File: config.mk
export PLATFORM = sky130hd
export DESIGN_NAME = dhr_encoder
export DESIGN_NICKNAME = d
export VERILOG_FILES = /design/src/logic/dhr_pkg.sv /design/src/logic/dhr_encoder.sv
export SDC_FILE = /design/constraint.sdc
export NUM_CORES = 1
export LEC_CHECK = 0
export ABC_AREA = 1
export BUFFER_PORTS_ARGS = -buffer_cell sky130_fd_sc_hd__buf_2
export CAP_MARGIN = 15
export CORE_MARGIN = 4
export CORE_UTILIZATION = 30
export DETAILED_ROUTE_END_ITERATION = 8
export SKIP_LAST_GASP = 1
export SYNTH_ARGS = -nofsm -noshare
export SYNTH_HDL_FRONTEND = slang
export SYNTH_SLANG_ARGS = --single-unit
File: constraint.sdc
create_clock -name ref_clk -period 1.4 [get_ports ref_clk]
set_clock_uncertainty 0.05 [all_clocks]
set_input_delay 0.07 -clock ref_clk [delete_from_list [all_inputs] [get_ports ref_clk]]
set_output_delay 0.07 -clock ref_clk [all_outputs]
set_load 0.005 [all_outputs]
File: src/logic/dhr_pkg.sv
package dhr_pkg;
  // Command codes received from the host
  localparam logic [7:0] CMD_SET_CFG0 = 8'h81;
  localparam logic [7:0] CMD_GET_CFG0 = 8'h82;
  localparam logic [7:0] CMD_STATUS0 = 8'h85;
  localparam logic [7:0] CMD_STATUS1 = 8'h86;
  // Response code low bits and class bits
  localparam logic [5:0] MSG_SET_CFG0 = 6'h01;
  localparam logic [5:0] MSG_GET_CFG0 = 6'h02;
  localparam logic [5:0] MSG_STATUS0 = 6'h05;
  localparam logic [5:0] MSG_STATUS1 = 6'h06;
  localparam logic [1:0] CLS_NACK = 2'h0;
  localparam logic [1:0] CLS_ACK = 2'h1;
  localparam logic [1:0] CLS_UNSOL = 2'h2;
  // Status 0 bit positions
  localparam int S0_TEMP_WARN = 0;
  localparam int S0_OVER_TEMP = 1;
  localparam int S0_IN_UV = 2;
  localparam int S0_IN_OV = 4;
  localparam int S0_BUCK_OC = 5;
  localparam int S0_BUCK_UVW = 6;
  localparam int S0_BUCK_UVE = 7;
  // Status 1 bit positions
  localparam int S1_LIN5_OC = 0;
  localparam int S1_LIN12_OC = 1;
  localparam int S1_GATE_UV_LOCKOUT = 2;
  localparam int S1_EXT_OC = 3;
  localparam int S1_CFG_LOST = 4;
  // Protection config fields
  localparam int CFG_PULLUP_DISC = 6;
  localparam int CFG_UV_LOCKOUT_DIS = 3;
  localparam int CFG_OC_DIS = 2;
  localparam int CFG_OC_THR_LSB = 0;
  localparam logic [7:0] CFG_WRITE_MASK = 8'h4f;
  localparam logic [7:0] CFG_RESET = 8'h00;
  localparam logic CFG_LOST_RESET = 1'b1;
  typedef enum logic [1:0] {DHR_IDLE, DHR_BYTE1, DHR_BYTE2} dhr_state_t;
endpackage

File: src/logic/dhr_encoder.sv
`timescale 1ns/1ps
module dhr_encoder (
  input wire logic ref_clk,
  input wire logic rst_n,
  input wire logic cmd_valid,
  input wire logic [7:0] cmd_code,
  input wire logic [7:0] cmd_data,
  input wire logic cmd_reject,
  output logic cmd_ready,
  input wire logic link_busy,
  output logic tx_valid,
  output logic [7:0] tx_byte,
  input wire logic tx_ready,
  input wire logic brownout_event,
  input wire logic flt_temp_warn,
  input wire logic flt_over_temp,
  input wire logic flt_in_uv,
  input wire logic flt_in_ov,
  input wire logic flt_buck_oc,
  input wire logic flt_buck_uv_warn,
  input wire logic flt_buck_uv_err,
  input wire logic flt_lin5_oc,
  input wire logic flt_lin12_oc,
  input wire logic flt_gate_undervoltage_lockout,
  input wire logic flt_ext_oc,
  input wire logic unsol_status0_req,
  output logic cfg_pullup_disc,
  output logic cfg_uv_lockout_dis,
  output logic cfg_oc_dis,
  output logic [1:0] cfg_oc_thr
);
  dhr_pkg::dhr_state_t state_q, state_d;
  logic [7:0] byte1_q, byte1_d;
  logic [7:0] byte2_q, byte2_d;
  logic [5:0] kind_q, kind_d;
  logic ack_q, ack_d;
  logic [7:0] cfg_q, cfg_d;
  logic lost_q, lost_d;
  logic unsol1_q, unsol1_d;
  logic unsol0_q, unsol0_d;
  logic [7:0] status0;
  logic [7:0] status1;
  logic take_cmd;
  logic take_unsol;
  logic clear_lost;

  function automatic logic [7:0] resp_code(input logic [1:0] cls, input logic [5:0] kind);
    resp_code = {cls, kind};
  endfunction

  always_comb begin
    status0 = 8'h00;
    status0[dhr_pkg::S0_TEMP_WARN] = flt_temp_warn;
    status0[dhr_pkg::S0_OVER_TEMP] = flt_over_temp;
    status0[dhr_pkg::S0_IN_UV] = flt_in_uv;
    status0[dhr_pkg::S0_IN_OV] = flt_in_ov;
    status0[dhr_pkg::S0_BUCK_OC] = flt_buck_oc;
    status0[dhr_pkg::S0_BUCK_UVW] = flt_buck_uv_warn;
    status0[dhr_pkg::S0_BUCK_UVE] = flt_buck_uv_err;
    status1 = 8'h00;
    status1[dhr_pkg::S1_LIN5_OC] = flt_lin5_oc;
    status1[dhr_pkg::S1_LIN12_OC] = flt_lin12_oc;
    status1[dhr_pkg::S1_GATE_UV_LOCKOUT] = flt_gate_undervoltage_lockout;
    status1[dhr_pkg::S1_EXT_OC] = flt_ext_oc;
    status1[dhr_pkg::S1_CFG_LOST] = lost_q;
  end

  assign cmd_ready = (state_q == dhr_pkg::DHR_IDLE);
  assign take_cmd = cmd_ready && cmd_valid;
  // Host commands take priority; pending reports wait for an idle link
  assign take_unsol = cmd_ready && !cmd_valid && !link_busy && (unsol1_q || unsol0_q);
  assign tx_valid = (state_q != dhr_pkg::DHR_IDLE);
  assign tx_byte = (state_q == dhr_pkg::DHR_BYTE2) ? byte2_q : byte1_q;
  assign cfg_pullup_disc = cfg_q[dhr_pkg::CFG_PULLUP_DISC];
  assign cfg_uv_lockout_dis = cfg_q[dhr_pkg::CFG_UV_LOCKOUT_DIS];
  assign cfg_oc_dis = cfg_q[dhr_pkg::CFG_OC_DIS];
  assign cfg_oc_thr = cfg_q[dhr_pkg::CFG_OC_THR_LSB +: 2];
  assign clear_lost = (state_q == dhr_pkg::DHR_BYTE1) && tx_ready && ack_q &&
                      (kind_q == dhr_pkg::MSG_STATUS1);

  always_comb begin
    state_d = state_q;
    byte1_d = byte1_q;
    byte2_d = byte2_q;
    kind_d = kind_q;
    ack_d = ack_q;
    cfg_d = cfg_q;
    lost_d = lost_q;
    unsol1_d = unsol1_q;
    unsol0_d = unsol0_q;
    case (state_q)
      dhr_pkg::DHR_IDLE: begin
        if (take_cmd) begin
          state_d = dhr_pkg::DHR_BYTE1;
          ack_d = !cmd_reject;
          byte2_d = 8'h00;
          case (cmd_code)
            dhr_pkg::CMD_STATUS0: begin
              kind_d = dhr_pkg::MSG_STATUS0;
            end
            dhr_pkg::CMD_STATUS1: begin
              kind_d = dhr_pkg::MSG_STATUS1;
            end
            dhr_pkg::CMD_SET_CFG0: begin
              kind_d = dhr_pkg::MSG_SET_CFG0;
              // Reserved bits are dropped so the echo reads them as zero
              if (!cmd_reject) begin
                cfg_d = cmd_data & dhr_pkg::CFG_WRITE_MASK;
              end
            end
            dhr_pkg::CMD_GET_CFG0: begin
              kind_d = dhr_pkg::MSG_GET_CFG0;
            end
            default: begin
              // Unknown codes are other blocks' business; answer nothing
              state_d = dhr_pkg::DHR_IDLE;
            end
          endcase
          byte1_d = resp_code(cmd_reject ? dhr_pkg::CLS_NACK : dhr_pkg::CLS_ACK, kind_d);
        end else if (take_unsol) begin
          state_d = dhr_pkg::DHR_BYTE1;
          ack_d = 1'b0;
          if (unsol1_q) begin
            kind_d = dhr_pkg::MSG_STATUS1;
            unsol1_d = 1'b0;
            byte1_d = resp_code(dhr_pkg::CLS_UNSOL, dhr_pkg::MSG_STATUS1);
          end else begin
            kind_d = dhr_pkg::MSG_STATUS0;
            unsol0_d = 1'b0;
            byte1_d = resp_code(dhr_pkg::CLS_UNSOL, dhr_pkg::MSG_STATUS0);
          end
        end
      end
      dhr_pkg::DHR_BYTE1: begin
        if (tx_ready) begin
          state_d = dhr_pkg::DHR_BYTE2;
          // Data byte is formed only now so it carries current flags
          case (kind_q)
            dhr_pkg::MSG_STATUS0: byte2_d = status0;
            dhr_pkg::MSG_STATUS1: byte2_d = status1;
            default: byte2_d = cfg_q;
          endcase
        end
      end
      dhr_pkg::DHR_BYTE2: begin
        if (tx_ready) begin
          state_d = dhr_pkg::DHR_IDLE;
        end
      end
      default: begin
        state_d = dhr_pkg::DHR_IDLE;
      end
    endcase
    // A new request in the sending cycle wins so it is not swallowed
    if (unsol_status0_req) begin
      unsol0_d = 1'b1;
    end
    if (clear_lost) begin
      lost_d = 1'b0;
    end
    // A brown-out in the clearing cycle wins so the loss is never hidden
    if (brownout_event) begin
      lost_d = 1'b1;
      // The host saw the flag cleared, so it must hear of the new loss
      if (!lost_q || clear_lost) begin
        unsol1_d = 1'b1;
      end
    end
  end

  always_ff @(posedge ref_clk) begin
    if (!rst_n) begin
      state_q <= dhr_pkg::DHR_IDLE;
      byte1_q <= 8'h00;
      byte2_q <= 8'h00;
      kind_q <= dhr_pkg::MSG_STATUS0;
      ack_q <= 1'b0;
      cfg_q <= dhr_pkg::CFG_RESET;
      lost_q <= dhr_pkg::CFG_LOST_RESET;
      unsol1_q <= 1'b1;
      unsol0_q <= 1'b0;
    end else begin
      state_q <= state_d;
      byte1_q <= byte1_d;
      byte2_q <= byte2_d;
      kind_q <= kind_d;
      ack_q <= ack_d;
      cfg_q <= cfg_d;
      lost_q <= lost_d;
      unsol1_q <= unsol1_d;
      unsol0_q <= unsol0_d;
    end
  end
endmodule

==> insert_results.sql, run 1 <==
INSERT INTO impl_metrics (metric_group, metric, value, unit) VALUES
('synth', 'synth.most_common_cell', 'sky130_fd_sc_hd__nand2_1', ''),
('clocking', 'cts_tree', 'yes', ''),
('timing', 'finalWorstPathRequiredPeriod', '1330', 'ps'),
('synth', 'sequential_to_total_area_share_from_yosys_stat', '37.0', '%'),
('route', 'wl', '3180', 'um'),
('die', 'floorplan.die.height', '75.2', 'um'),
('placement', 'placed_cells_incl_taps', '309', ''),
('status', 'status', 'completed', ''),
('synth', 'dominantRegCellSynth', 'sky130_fd_sc_hd__dfxtp_1', ''),
('hold_path', 'min_from', 'flt_buck_uv_err', ''),
('synth', 'yosys.cell_types.count', '23', ''),
('cells_and_area', 'finish.cell_count_without_fillers', '320', ''),
('synth', 'yosys-top-cells-area', 'sky130_fd_sc_hd__dfxtp_1 37%, sky130_fd_sc_hd__nand2_1 19%, sky130_fd_sc_hd__inv_1 7.2%, sky130_fd_sc_hd__nor2_1 6.9%, sky130_fd_sc_hd__a21oi_1 4.4%', ''),
('clocking', 'insertion_delay', '260', 'ps'),
('synth', 'netlist_top_cells_count', '69 x sky130_fd_sc_hd__nand2_1, 26 x sky130_fd_sc_hd__inv_1, 25 x sky130_fd_sc_hd__dfxtp_1, 25 x sky130_fd_sc_hd__nor2_1, 12 x sky130_fd_sc_hd__a21oi_1', ''),
('worst_setup_path', 'worstPathArrival', '1210', 'ps'),
('die', 'horizontal_die_dimension', '75.2', 'um'),
('synth', 'postSynthRegisterBits', '25', ''),
('clocking', 'worst_setup_hold_path_clk_slew', '90', 'ps'),
('worst_setup_path', 'critPathMaxStageDelay', '450', 'ps'),
('grt', 'grt_use_total', '12.0', '%'),
('synth', 'synth.largest_area_cell', 'sky130_fd_sc_hd__dfxtp_1', ''),
('synth', 'synth_edf_count', '0', ''),
('worst_setup_path', 'critical_path_source_type', 'flip-flop', ''),
('worst_setup_path', 'worst_path_required', '1280', 'ps'),
('clocking', 'clkSinkCount', '25', ''),
('timing', 'final-max-slew-violation-count', '0', ''),
('cells_and_area', 'finish.instance_area', '1830', 'um2'),
('synth', 'post_synth_instance_area', '1350', 'um2'),
('worst_setup_path', 'critical-path-top-delay-family', 'flip-flops', ''),
('placement', 'detailed_place.area', '1690', 'um2'),
('clocking', 'clock_tree.buffer_depth', '2', ''),
('timing', 'report.final.hold_viol_count', '0', ''),
('synth', 'syn_nets', '241', ''),
('cells_and_area', 'final_layout_size_suffix_gt1_share', '31.7', '%'),
('hold_path', 'hold_class', 'in -> reg', ''),
('timing', 'timing.final.setup_violations', '0', ''),
('pwr', 'p_leak', '0.913', 'nW'),
('worst_setup_path', 'crit_path_start', 'state_q[0]$_SDFFE_PN0P_', ''),
('timing', 'worst_slew_margin_rel', '64.0', '%'),
('worst_setup_path', 'criticalPathCategory', 'reg -> out', ''),
('timing', 'timing_worst_slew_pin_value', '539', 'ps'),
('route', 'routed-via-count', '1371', ''),
('grt', 'grt_pass1_vias', '1283', ''),
('pwr', 'irDropWorstVdd', '0.000363', 'V'),
('die', 'initial_core_util', '31.1', '%'),
('pwr', 'p_total', '1.62', 'mW'),
('worst_setup_path', 'cp_slowest_cell', 'sky130_fd_sc_hd__dfxtp_1', ''),
('synth', 'mean_instance_size_in_the_synthesized_netlist', '6.57', 'um2'),
('timing', 'rsz0062_at_grt', 'yes', ''),
('route', 'drc', '0', ''),
('pwr', 'p_per_area', '884', 'nW/um2'),
('clocking', 'htreeDepth', '1', ''),
('worst_setup_path', 'worst_r2r_startpoint', 'state_q[0]$_SDFFE_PN0P_', ''),
('die', 'die-area', '5650', 'um2'),
('worst_setup_path', 'critPathBufInv', '2', ''),
('cells_and_area', 'fillerInstances', '458', ''),
('clocking', 'cts_made_buffers', '3', ''),
('route', 'number_of_detailed_route_iterations_in_the_first_pass', '4', ''),
('synth', 'synth.top_cell.area_share', '37.0', '%'),
('worst_setup_path', 'crit_path_cells', 'nor2_4 > buf_4 > o21ai_0 > buf_2', ''),
('grt', 'antenna_found_initial', '0', ''),
('placement', 'port_buffers', '46', ''),
('route', 'vias_per_cell', '4.28', ''),
('worst_setup_path', 'critical_path_peak_fanout', '5', ''),
('timing', 'fmax', '752', 'MHz'),
('cells_and_area', 'final_antenna_diode_count', '0', ''),
('die', 'boundaryPins', '50', ''),
('placement', 'gpl.final_weighted_congestion', '0.784', ''),
('clocking', 'cts_root_buffer', 'sky130_fd_sc_hd__clkbuf_8', ''),
('route', 'detail-route-antenna-nets', '0', '');
-- registers in the layout, indices dropped and copies added, names as in the netlist --
signal / count
byte1_q: 5
byte2_q: 8
cfg_q: 5
kind_q: 2
lost_q: 1
state_q: 2
unsol0_q: 1
unsol1_q: 1
-- worst min-delay path, delay by kind of cell --
kind	cells	cell delay (ps)
AOI/OAI and AO/OA	1	60
buffers and inverters	1	100
and+or+nand+nor	1	70
-- report_power, final --
part	switching [mW]	internal [mW]	total (mW)	leakage, nW
logic	0.222	0.178	0.400	0.686
registers	0.0333	0.752	0.785	0.205
clock network	0.230	0.201	0.432	0.0217
-- cell families after synthesis --
kind of cell           after synthesis  synth area share [%]
DFF                                 25                  37.0
AOI/OAI and AO/OA                   30                  13.0
buffers and inverters               32                  8.96
and+or+nand+nor                    119                  41.0
-- area by class of cell --
| cell class | instances | area [um2] | share of cell area, % |
|---|---|---|---|
| tap | 52 | 65.1 | 3.56 |
| timing repair buffer | 60 | 353 | 19.3 |
| clock buffer | 3 | 41.3 | 2.26 |
| inverter | 30 | 114 | 6.23 |
| clock inverter | 1 | 7.51 | 0.411 |
| multi-input combinational | 149 | 739 | 40.5 |
| sequential | 25 | 508 | 27.8 |
-- what timing repair did --
item / in CTS / in global routing
setup buffers: 0 / 0
gates resized for setup: 2 / 6
endpoints found under the hold margin: 8 / 0
setup endpoints to repair: 8 / 13
pin swaps: 0 / 1
hold buffers: 7 / 0
-- per-stage QoR --
stage / setup WS, ps / TNS [ps] / hold WS [ps] / util (%)
after floorplan: 181 / 0 / 119 / -
after global placement: 87.3 / 0 / 231 / 38.9
after detailed placement: 69.9 / 0 / 229 / 38.9
after CTS: 1.83 / 0 / 8.56 / 41.7
after global routing: -4.38 / -4.38 / 24.1 / 42.0
final: 70.5 / 0 / 13.9 / 42.0
-- worst paths after layout --
path	end	slack, ps	cells after the start
min reg2reg	byte2_q[6]$_SDFFE_PN0P_	430	2
min	byte2_q[7]$_SDFFE_PN0P_	10	3
max	tx_byte[7]	70	4
max reg2reg	byte1_q[2]$_SDFFE_PN0P_	130	8
-- cells in the final DEF, fill, tap and decap left out, drive strengths merged, types with 2 or more instances in the layout --
cell	Yosys	routed
nor3	2	2
nand4	2	2
inv	29	29
a21oi	16	16
o211ai	2	2
dlygate4sd3	0	7
nor2	31	31
dfxtp	25	25
o21ai	11	11
buf	1	53
nand3	11	11
clkbuf	1	3
nand2	73	73
-- layer usage --
metal | global-route usage (%) | vias up | part of all wire (%) | wire length [um]
li1 | - | 768 | - | -
met1 | 15.1 | 576 | 47 | 1500
met2 | 20.5 | 25 | 46 | 1470
met3 | 2.14 | 2 | 5.4 | 173
met4 | 4.08 | 0 | 1.0 | 33
met5 | 0 | - | 0 | 0
Note: power is estimated with default switching activity, not from simulation.
==> run 2: changes to the inputs <==
--- a/config.mk
+++ b/config.mk
@@ -5,12 +5,13 @@
 export SDC_FILE = /design/constraint.sdc
 export NUM_CORES = 1
 export LEC_CHECK = 0
-export ABC_AREA = 1
 export BUFFER_PORTS_ARGS = -buffer_cell sky130_fd_sc_hd__buf_2
 export CAP_MARGIN = 15
 export CORE_MARGIN = 4
-export CORE_UTILIZATION = 30
+export CORE_UTILIZATION = 48
 export DETAILED_ROUTE_END_ITERATION = 8
+export GPL_TIMING_DRIVEN = 0
+export PLACE_DENSITY = 0.78
 export SKIP_LAST_GASP = 1
 export SYNTH_ARGS = -nofsm -noshare
 export SYNTH_HDL_FRONTEND = slang
==> run 2 against run 1 <==
Compared with the run above: the run now ends with negative setup slack left; critical path type is now reg -> reg; final cell count is 19% lower; setup slack worse by 270 ps; fmax is 17% lower.
==> insert_results.sql, run 2 <==
INSERT INTO impl_metrics (metric_group, metric, value, unit) VALUES
('timing', 'worst_slew_margin_rel', '58.2', '%'),
('timing', 'rsz0062_at_grt', 'yes', ''),
('synth', 'mean_instance_size_in_the_synthesized_netlist', '8.29', 'um2'),
('pwr', 'p_total', '1.65', 'mW'),
('cells_and_area', 'nNetsFinal', '266', ''),
('cells_and_area', 'finish.cell_count_without_fillers', '260', ''),
('synth', 'yosys.cell_types.count', '46', ''),
('route', 'vias_per_cell', '6.03', ''),
('pwr', 'power.switching', '522', 'uW'),
('cells_and_area', 'register_area', '510', 'um2'),
('cells_and_area', 'reg_top3', 'byte2_q x8, byte1_q x5, cfg_q x5', ''),
('status', 'violations', 'negative setup slack', ''),
('cells_and_area', 'syn_to_final_growth', '47.4', '%'),
('synth', 'yosysWarningCount', '0', ''),
('cells_and_area', 'number_of_flip_flops_under_the_largest_register_name', '8', ''),
('worst_setup_path', 'worst-r2r-setup-slack', '-200', 'ps'),
('grt', 'grt_pass1_vias', '1366', ''),
('placement', 'place_hpwl', '2930', 'um'),
('worst_setup_path', 'endpoint_kind', 'flip-flop', ''),
('grt', 'antenna_found_initial', '0', ''),
('die', 'floorplan.die.height', '61.1', 'um'),
('route', 'dr.first_iter.drc_count', '142', ''),
('cells_and_area', 'fillerInstances', '179', ''),
('pwr', 'internal_power', '1.13', 'mW'),
('route', 'avg_wl_per_cell', '17.3', 'um'),
('synth', 'netlist_instances', '163', ''),
('die', 'boundaryPins', '50', ''),
('worst_setup_path', 'critical_path_source_type', 'flip-flop', ''),
('timing', 'final-max-slew-violation-count', '0', ''),
('synth', 'yosys-top-cells-area', 'sky130_fd_sc_hd__dfxtp_1 37%, sky130_fd_sc_hd__nor2_1 5.8%, sky130_fd_sc_hd__o21ai_0 5.2%, sky130_fd_sc_hd__a21oi_1 4.4%, sky130_fd_sc_hd__mux2_2 3.3%', ''),
('clocking', 'cts_tree', 'yes', ''),
('status', 'status', 'complete, but fails checks', ''),
('route', 'detail-route-antenna-nets', '0', ''),
('route', 'wl', '4500', 'um'),
('worst_setup_path', 'worst_r2r_startpoint', 'state_q[0]$_SDFFE_PN0P_', ''),
('worst_setup_path', 'critical_path_peak_fanout', '8', ''),
('pwr', 'p_leak', '0.862', 'nW'),
('clocking', 'cts_made_buffers', '3', ''),
('route', 'number_of_detailed_route_iterations_in_the_first_pass', '4', ''),
('pwr', 'clock_power_share', '20.0', '%'),
('worst_setup_path', 'crit_path_start', 'state_q[0]$_SDFFE_PN0P_', ''),
('cells_and_area', 'layout_commonest_cell', 'sky130_fd_sc_hd__buf_2', ''),
('timing', 'timing_worst_slew_pin_value', '625', 'ps'),
('worst_setup_path', 'worst_path_required', '1610', 'ps'),
('synth', 'post_synth_instance_area', '1350', 'um2'),
('flow_run', 'drv.max_cap_violation_count', '0', ''),
('pwr', 'switching_power_share_of_the_total', '31.7', '%'),
('clocking', 'htreeDepth', '1', ''),
('worst_setup_path', 'crit-reg2reg-capture', 'cfg_q[6]$_SDFFE_PN0P_', ''),
('die', 'initial_core_util', '52.2', '%'),
('timing', 'fmax', '627', 'MHz'),
('synth', 'synth.largest_area_cell', 'sky130_fd_sc_hd__dfxtp_1', ''),
('grt', 'grt_remaining_overflow', '0', ''),
('timing', 'report.final.hold_viol_count', '0', ''),
('route', 'routed-via-count', '1568', ''),
('grt', 'grt_use_total', '24.3', '%'),
('placement', 'detailedPlace.worstSlack', '-305', 'ps'),
('die', 'core', '2590', 'um2'),
('synth', 'netlist_top_cells_count', '25 x sky130_fd_sc_hd__dfxtp_1, 21 x sky130_fd_sc_hd__nor2_1, 14 x sky130_fd_sc_hd__o21ai_0, 12 x sky130_fd_sc_hd__a21oi_1, 11 x sky130_fd_sc_hd__nand2_1', ''),
('clocking', 'clkSinkCount', '25', ''),
('die', 'std_cell_rows', '18', ''),
('die', 'horizontal_die_dimension', '61.1', 'um'),
('clocking', 'clock_tree.buffer_depth', '2', ''),
('synth', 'postSynthRegisterBits', '25', ''),
('worst_setup_path', 'worstPathArrival', '1810', 'ps'),
('synth', 'dominantRegCellSynth', 'sky130_fd_sc_hd__dfxtp_1', ''),
('timing', 'timing.final.setup_violations', '27', ''),
('pwr', 'p_per_area', '828', 'nW/um2'),
('grt', 'grt_pass1_wl', '6710', 'um'),
('route', 'drc', '0', ''),
('pwr', 'seq_power_share', '48.1', '%'),
('cells_and_area', 'largest_register', 'byte2_q', ''),
('grt', 'largest_net_degree_at_the_start_of_global_routing', '14', ''),
('worst_setup_path', 'criticalPathCategory', 'reg -> reg', ''),
('clocking', 'worst_setup_hold_path_clk_slew', '140', 'ps'),
('synth', 'syn_nets', '198', ''),
('cells_and_area', 'final_antenna_diode_count', '0', ''),
('timing', 'postLayoutSetupSlackWorst', '-196', 'ps'),
('timing', 'finalWorstPathRequiredPeriod', '1600', 'ps'),
('worst_setup_path', 'worst-path-stages', '5', ''),
('worst_setup_path', 'critical-path-top-delay-family', 'simple AND/OR/NAND/NOR gates', ''),
('cells_and_area', 'layout.cells.most_common_list', '39 x sky130_fd_sc_hd__buf_2, 21 x sky130_fd_sc_hd__dfxtp_1, 19 x sky130_fd_sc_hd__nor2_1, 10 x sky130_fd_sc_hd__a21oi_1', ''),
('worst_setup_path', 'critPathMaxStageDelay', '430', 'ps'),
('die', 'die-area', '3730', 'um2'),
('placement', 'port_buffers', '45', ''),
('timing', 'post-route-period-util', '114', '%'),
('pwr', 'comb_power_share', '31.9', '%'),
('worst_setup_path', 'cp-endpoint', 'cfg_q[6]$_SDFFE_PN0P_', ''),
('synth', 'postSynth.asyncResetShare', '0', '%'),
('hold_path', 'hold_class', 'in -> reg', ''),
('pwr', 'irDropWorstVdd', '0.000925', 'V'),
('clocking', 'cts_root_buffer', 'sky130_fd_sc_hd__clkbuf_4', ''),
('cells_and_area', 'final_layout_size_suffix_gt1_share', '43.0', '%'),
('synth', 'synth_edf_count', '0', ''),
('synth', 'sequential_to_total_area_share_from_yosys_stat', '37.0', '%'),
('cells_and_area', 'multi_input_area', '893', 'um2'),
('synth', 'synth.top_cell.area_share', '37.0', '%'),
('synth', 'synth.most_common_cell', 'sky130_fd_sc_hd__dfxtp_1', ''),
('placement', 'placed_cells_incl_taps', '238', ''),
('worst_setup_path', 'critPathBufInv', '1', ''),
('placement', 'gpl.final_weighted_congestion', '0.860', ''),
('worst_setup_path', 'r2r_worst_path_depth', '5', ''),
('worst_setup_path', 'crit_path_cells', 'or3b_4 > buf_8 > nor3_4 > nand3_1 > a21oi_1', ''),
('worst_setup_path', 'cp_slowest_cell', 'sky130_fd_sc_hd__or3b_4', ''),
('clocking', 'insertion_delay', '330', 'ps');
run 2: cell types whose count changed after synthesis, sizes merged, moves of 4 or more:
cell	previous run	this run
a21oi	16	12
nand2	73	11
nand2b	0	4
clkbuf	1	7
o22ai	0	4
nor2	31	21
inv	29	7
mux2	0	4
nand3	11	7
run 2: worst min-delay path by stage:
stage	startpoint	to	slack (ps)	cells after the start
5_1_grt	cmd_reject	cfg_q[1]$_SDFFE_PN0P_	50	4
3_3_place_gp	brownout_event	lost_q$_SDFFE_PP1P_	230	2
2_1_floorplan	brownout_event	lost_q$_SDFFE_PP1P_	130	1
6_report	cmd_reject	cfg_q[1]$_SDFFE_PN0P_	60	4
3_5_place_dp	brownout_event	lost_q$_SDFFE_PP1P_	230	2
4_1_cts	tx_ready	state_q[1]$_SDFFE_PN0P_	40	4
run 2: area by class of cell:
| cell class | instances | area share (%) |
|---|---|---|
| Timing Repair Buffer | 64 | 22.2 |
| Multi-Input combinational cell | 122 | 44.8 |
| Buffer | 7 | 2.64 |
| Clock buffer | 4 | 1.32 |
| Tap cell | 30 | 1.88 |
| Sequential cell | 25 | 25.6 |
| Inverter | 8 | 1.51 |
run 2: metrics by stage:
| stage | hold WS [ps] | instance area, um2 | TNS (ps) | util [%] |
|---|---|---|---|---|
| 2_1_floorplan | 126 | 1370 | -513 | - |
| 3_3_place_gp | 233 | 1630 | -3170 | 62.9 |
| 3_5_place_dp | 235 | 1630 | -3850 | 62.9 |
| 4_1_cts | 39.3 | 1910 | -2510 | 73.7 |
| 5_1_grt | 50.4 | 1990 | -5140 | 76.9 |
| 6_report | 58.6 | 1990 | -3350 | 76.9 |
run 2: power by group through the flow:
stage	clock network [mW]	registers, mW	logic (mW)
2_1_floorplan	0	0.793	0.248
4_1_cts	0.330	0.790	0.466
3_3_place_gp	0	0.800	0.367
5_1_grt	0.365	0.799	0.569
6_report	0.330	0.794	0.526
3_5_place_dp	0	0.804	0.377
run 2: cell families after synthesis:
logic type,synth area share [%]
xor gates and xnor gates,0.648
AOI/OAI and AO/OA,29.9
and+or+nand+nor,24.5
DFF,37.0
muxes,3.33
buffers and inverters,4.54
run 2: timing repair:
action                     4_1_cts  5_1_grt
setup endpoints to repair       29       29
buffers inserted                 4        6
pin swaps                        6       10
hold buffers                     9        0
gates resized for setup         40       19
hold endpoints to repair        10        0
gates cloned                     1        0
run 2: tightest hold or removal path: cells and delay by family:
family          cells  cell delay (ps)
compound gates      1               50
buf+inv             1              130
simple gates        2              150
run 2: routing by layer:
layer | track usage (%) | vias to the layer above | part of all wire [%]
li1 | - | 737 | -
met1 | 32.8 | 741 | 41
met2 | 41.1 | 84 | 50
met3 | 5.03 | 6 | 8.0
met4 | 3.41 | 0 | 0.89
met5 | 0 | - | 0
==> run 3: changes to the inputs <==
--- a/config.mk
+++ b/config.mk
@@ -5,6 +5,7 @@
 export SDC_FILE = /design/constraint.sdc
 export NUM_CORES = 1
 export LEC_CHECK = 0
+export ABC_AREA = 1
 export BUFFER_PORTS_ARGS = -buffer_cell sky130_fd_sc_hd__buf_2
 export CAP_MARGIN = 15
 export CORE_MARGIN = 4
==> run 3 against run 2 <==
Compared with the run above: the run still ends with negative setup slack left; die area rose by 0.15%; worst hold slack got worse by 44 ps; critical path depth rose by 3; clock-buffer cell count did not move; critical path type unchanged; largest power group unchanged; highest routed layer unchanged.
==> insert_results.sql, run 3 (same netlist as run 1, synthesis figures left out) <==
INSERT INTO impl_metrics (metric_group, metric, value, unit) VALUES
('pwr', 'p_per_area', '828', 'nW/um2'),
('clocking', 'clkSinkCount', '25', ''),
('worst_setup_path', 'critical-path-top-delay-family', 'simple AND/OR/NAND/NOR gates', ''),
('cells_and_area', 'nNetsFinal', '313', ''),
('die', 'boundaryPins', '50', ''),
('route', 'number_of_detailed_route_iterations_in_the_first_pass', '4', ''),
('clocking', 'cts_root_buffer', 'sky130_fd_sc_hd__clkbuf_4', ''),
('timing', 'fmax', '714', 'MHz'),
('worst_setup_path', 'worst-r2r-setup-slack', '-0.4', 'ps'),
('worst_setup_path', 'critPathBufInv', '1', ''),
('route', 'detail-route-antenna-nets', '0', ''),
('timing', 'timing_worst_slew_pin_value', '558', 'ps'),
('placement', 'place_hpwl', '2500', 'um'),
('pwr', 'internal_power', '1.06', 'mW'),
('cells_and_area', 'number_of_flip_flops_under_the_largest_register_name', '8', ''),
('timing', 'worst_slew_margin_rel', '62.8', '%'),
('status', 'violations', 'negative setup slack', ''),
('placement', 'gpl.final_weighted_congestion', '0.763', ''),
('die', 'die-area', '3730', 'um2'),
('placement', 'detailed_place.area', '1620', 'um2'),
('route', 'drc', '0', ''),
('die', 'horizontal_die_dimension', '61.1', 'um'),
('worst_setup_path', 'cp_slowest_cell', 'sky130_fd_sc_hd__dfxtp_2', ''),
('route', 'dr.first_iter.drc_count', '78', ''),
('hold_path', 'timing.hold.worst_path_depth', '4', ''),
('hold_path', 'hold_class', 'in -> reg', ''),
('cells_and_area', 'layout_commonest_cell', 'sky130_fd_sc_hd__nand2_1', ''),
('hold_path', 'hold-path-endpoint', 'byte1_q[6]$_SDFFE_PN0P_', ''),
('pwr', 'p_leak', '0.947', 'nW'),
('timing', 'finalWorstPathRequiredPeriod', '1400', 'ps'),
('placement', 'detailedPlace.worstSlack', '-39.4', 'ps'),
('clocking', 'htreeDepth', '1', ''),
('grt', 'grt_remaining_overflow', '0', ''),
('pwr', 'comb_power_share', '28.3', '%'),
('worst_setup_path', 'r2r_worst_path_depth', '8', ''),
('grt', 'largest_net_degree_at_the_start_of_global_routing', '14', ''),
('die', 'std_cell_rows', '18', ''),
('worst_setup_path', 'criticalPathCategory', 'reg -> reg', ''),
('route', 'routed-via-count', '1449', ''),
('cells_and_area', 'finish.instance_area', '1860', 'um2'),
('worst_setup_path', 'crit-reg2reg-capture', 'state_q[0]$_SDFFE_PN0P_', ''),
('worst_setup_path', 'critical_path_peak_fanout', '4', ''),
('timing', 'rsz0062_at_grt', 'yes', ''),
('route', 'avg_wl_per_cell', '10.9', 'um'),
('cells_and_area', 'fillerInstances', '239', ''),
('grt', 'antenna_found_initial', '0', ''),
('worst_setup_path', 'worstPathArrival', '1590', 'ps'),
('cells_and_area', 'final_core_utilization', '72.0', '%'),
('route', 'vias_per_cell', '4.72', ''),
('clocking', 'cts_tree', 'yes', ''),
('route', 'wl', '3350', 'um'),
('pwr', 'clock_power_share', '20.9', '%'),
('cells_and_area', 'layout.cells.most_common_list', '68 x sky130_fd_sc_hd__nand2_1, 46 x sky130_fd_sc_hd__buf_2, 24 x sky130_fd_sc_hd__inv_1, 24 x sky130_fd_sc_hd__nor2_1, 22 x sky130_fd_sc_hd__dfxtp_1', ''),
('die', 'initial_core_util', '52.3', '%'),
('cells_and_area', 'final_layout_size_suffix_gt1_share', '32.1', '%'),
('pwr', 'switching_power_share_of_the_total', '31.3', '%'),
('die', 'core', '2590', 'um2'),
('clocking', 'clock_tree.buffer_depth', '2', ''),
('worst_setup_path', 'endpoint_kind', 'flip-flop', ''),
('pwr', 'power.switching', '483', 'uW'),
('grt', 'grt_pass1_wl', '5310', 'um'),
('cells_and_area', 'reg_top3', 'byte2_q x8, byte1_q x5, cfg_q x5', ''),
('timing', 'final-max-slew-violation-count', '0', ''),
('grt', 'grt_pass1_vias', '1239', ''),
('clocking', 'cts_made_buffers', '3', ''),
('timing', 'postLayoutSetupSlackWorst', '-0.402', 'ps'),
('worst_setup_path', 'worst_path_required', '1590', 'ps'),
('cells_and_area', 'final_antenna_diode_count', '0', ''),
('worst_setup_path', 'crit_path_cells', 'buf_4 > nor2_4 > nand2_2 > nor2_4 > o21ai_2 > nand2_2 > nand2_1 > a21oi_1', ''),
('timing', 'post-route-period-util', '100', '%'),
('status', 'status', 'complete, but fails checks', ''),
('placement', 'port_buffers', '46', ''),
('clocking', 'worst_setup_hold_path_clk_slew', '130', 'ps'),
('cells_and_area', 'largest_register', 'byte2_q', ''),
('pwr', 'seq_power_share', '50.8', '%'),
('clocking', 'insertion_delay', '320', 'ps'),
('flow_run', 'drv.max_cap_violation_count', '0', ''),
('cells_and_area', 'syn_to_final_growth', '37.7', '%'),
('grt', 'grt_use_total', '18.7', '%'),
('timing', 'timing.final.setup_violations', '1', ''),
('worst_setup_path', 'worst_r2r_startpoint', 'state_q[1]$_SDFFE_PN0P_', ''),
('timing', 'report.final.hold_viol_count', '0', ''),
('worst_setup_path', 'critical_path_source_type', 'flip-flop', ''),
('worst_setup_path', 'critPathMaxStageDelay', '350', 'ps'),
('die', 'floorplan.die.height', '61.1', 'um'),
('pwr', 'irDropWorstVdd', '0.000617', 'V'),
('hold_path', 'min_from', 'cmd_reject', '');
## run 3: changes by cell type in the layout (fill, tap and decap cells not counted), sizes merged, moves of 4 or more
cell,previous run,this run
nor2,21,31
nand2b,4,0
a21oi,12,16
mux2,4,0
nand2,11,73
nand3,7,11
o22ai,4,0
inv,7,30
## run 3: per-stage QoR
| step | power (mW) | instances | hold WS [ps] | TNS [ps] |
|---|---|---|---|---|
| final | 1.54 | 307 | 14.2 | -0.402 |
| after global routing | 1.63 | 307 | 40.8 | -354 |
| after CTS | 1.51 | 302 | 9.29 | 0 |
| after detailed placement | 1.15 | 282 | 226 | -255 |
| after global placement | 1.14 | 282 | 231 | -61.0 |
| after floorplan | 1.03 | 206 | 119 | 0 |
## run 3: per-layer routing
metal / GRT usage (%) / part of all wire (%)
met5: 0 / 0
met4: 6.50 / 2.0
met3: 1.89 / 5.4
met2: 32.9 / 49
met1: 23.7 / 44
## run 3: what timing repair did
action | in CTS | in global routing
hold buffers | 11 | 0
setup endpoints to repair | 13 | 26
hold endpoints to repair | 12 | 0
buffers inserted | 5 | 5
pin swaps | 2 | 5
gates cloned | 0 | 0
gates resized for setup | 5 | 10
## run 3: cell type report
class | instances | area, um2 | area share (%)
flip-flops and latches | 25 | 504 | 27.0
plain buffers | 2 | 7.51 | 0.403
inverters | 30 | 115 | 6.17
repair buffers | 67 | 423 | 22.7
clock buffers | 4 | 26.3 | 1.41
well taps | 30 | 37.5 | 2.01
multi-input cells | 149 | 751 | 40.3
## run 3: how the worst max path moves through the flow
stage	to	slack, ps	cells past startpoint	from
2_1_floorplan	byte2_q[0]$_SDFFE_PN0P_	180	7	kind_q[0]$_SDFFE_PN1P_
3_3_place_gp	tx_byte[6]	-20	6	state_q[1]$_SDFFE_PN0P_
3_5_place_dp	byte2_q[0]$_SDFFE_PN0P_	-40	7	kind_q[0]$_SDFFE_PN1P_
4_1_cts	tx_byte[7]	20	6	state_q[1]$_SDFFE_PN0P_
5_1_grt	state_q[0]$_SDFFE_PN0P_	-70	8	state_q[1]$_SDFFE_PN0P_
6_report	state_q[0]$_SDFFE_PN0P_	-0.4	8	state_q[1]$_SDFFE_PN0P_
## run 3: tightest hold or removal path: cells and delay by family
family | cells | cell delay [ps]
compound gates | 1 | 60
simple gates | 1 | 50
buf+inv | 2 | 160
## run 3: power by group through the flow
stage | combinational [mW] | sequential [mW] | clock [mW]
detailed placement | 0.355 | 0.797 | 0
floorplan | 0.238 | 0.790 | 0
CTS | 0.407 | 0.783 | 0.322
global route | 0.488 | 0.790 | 0.350
finish | 0.437 | 0.784 | 0.322
global placement | 0.349 | 0.796 | 0
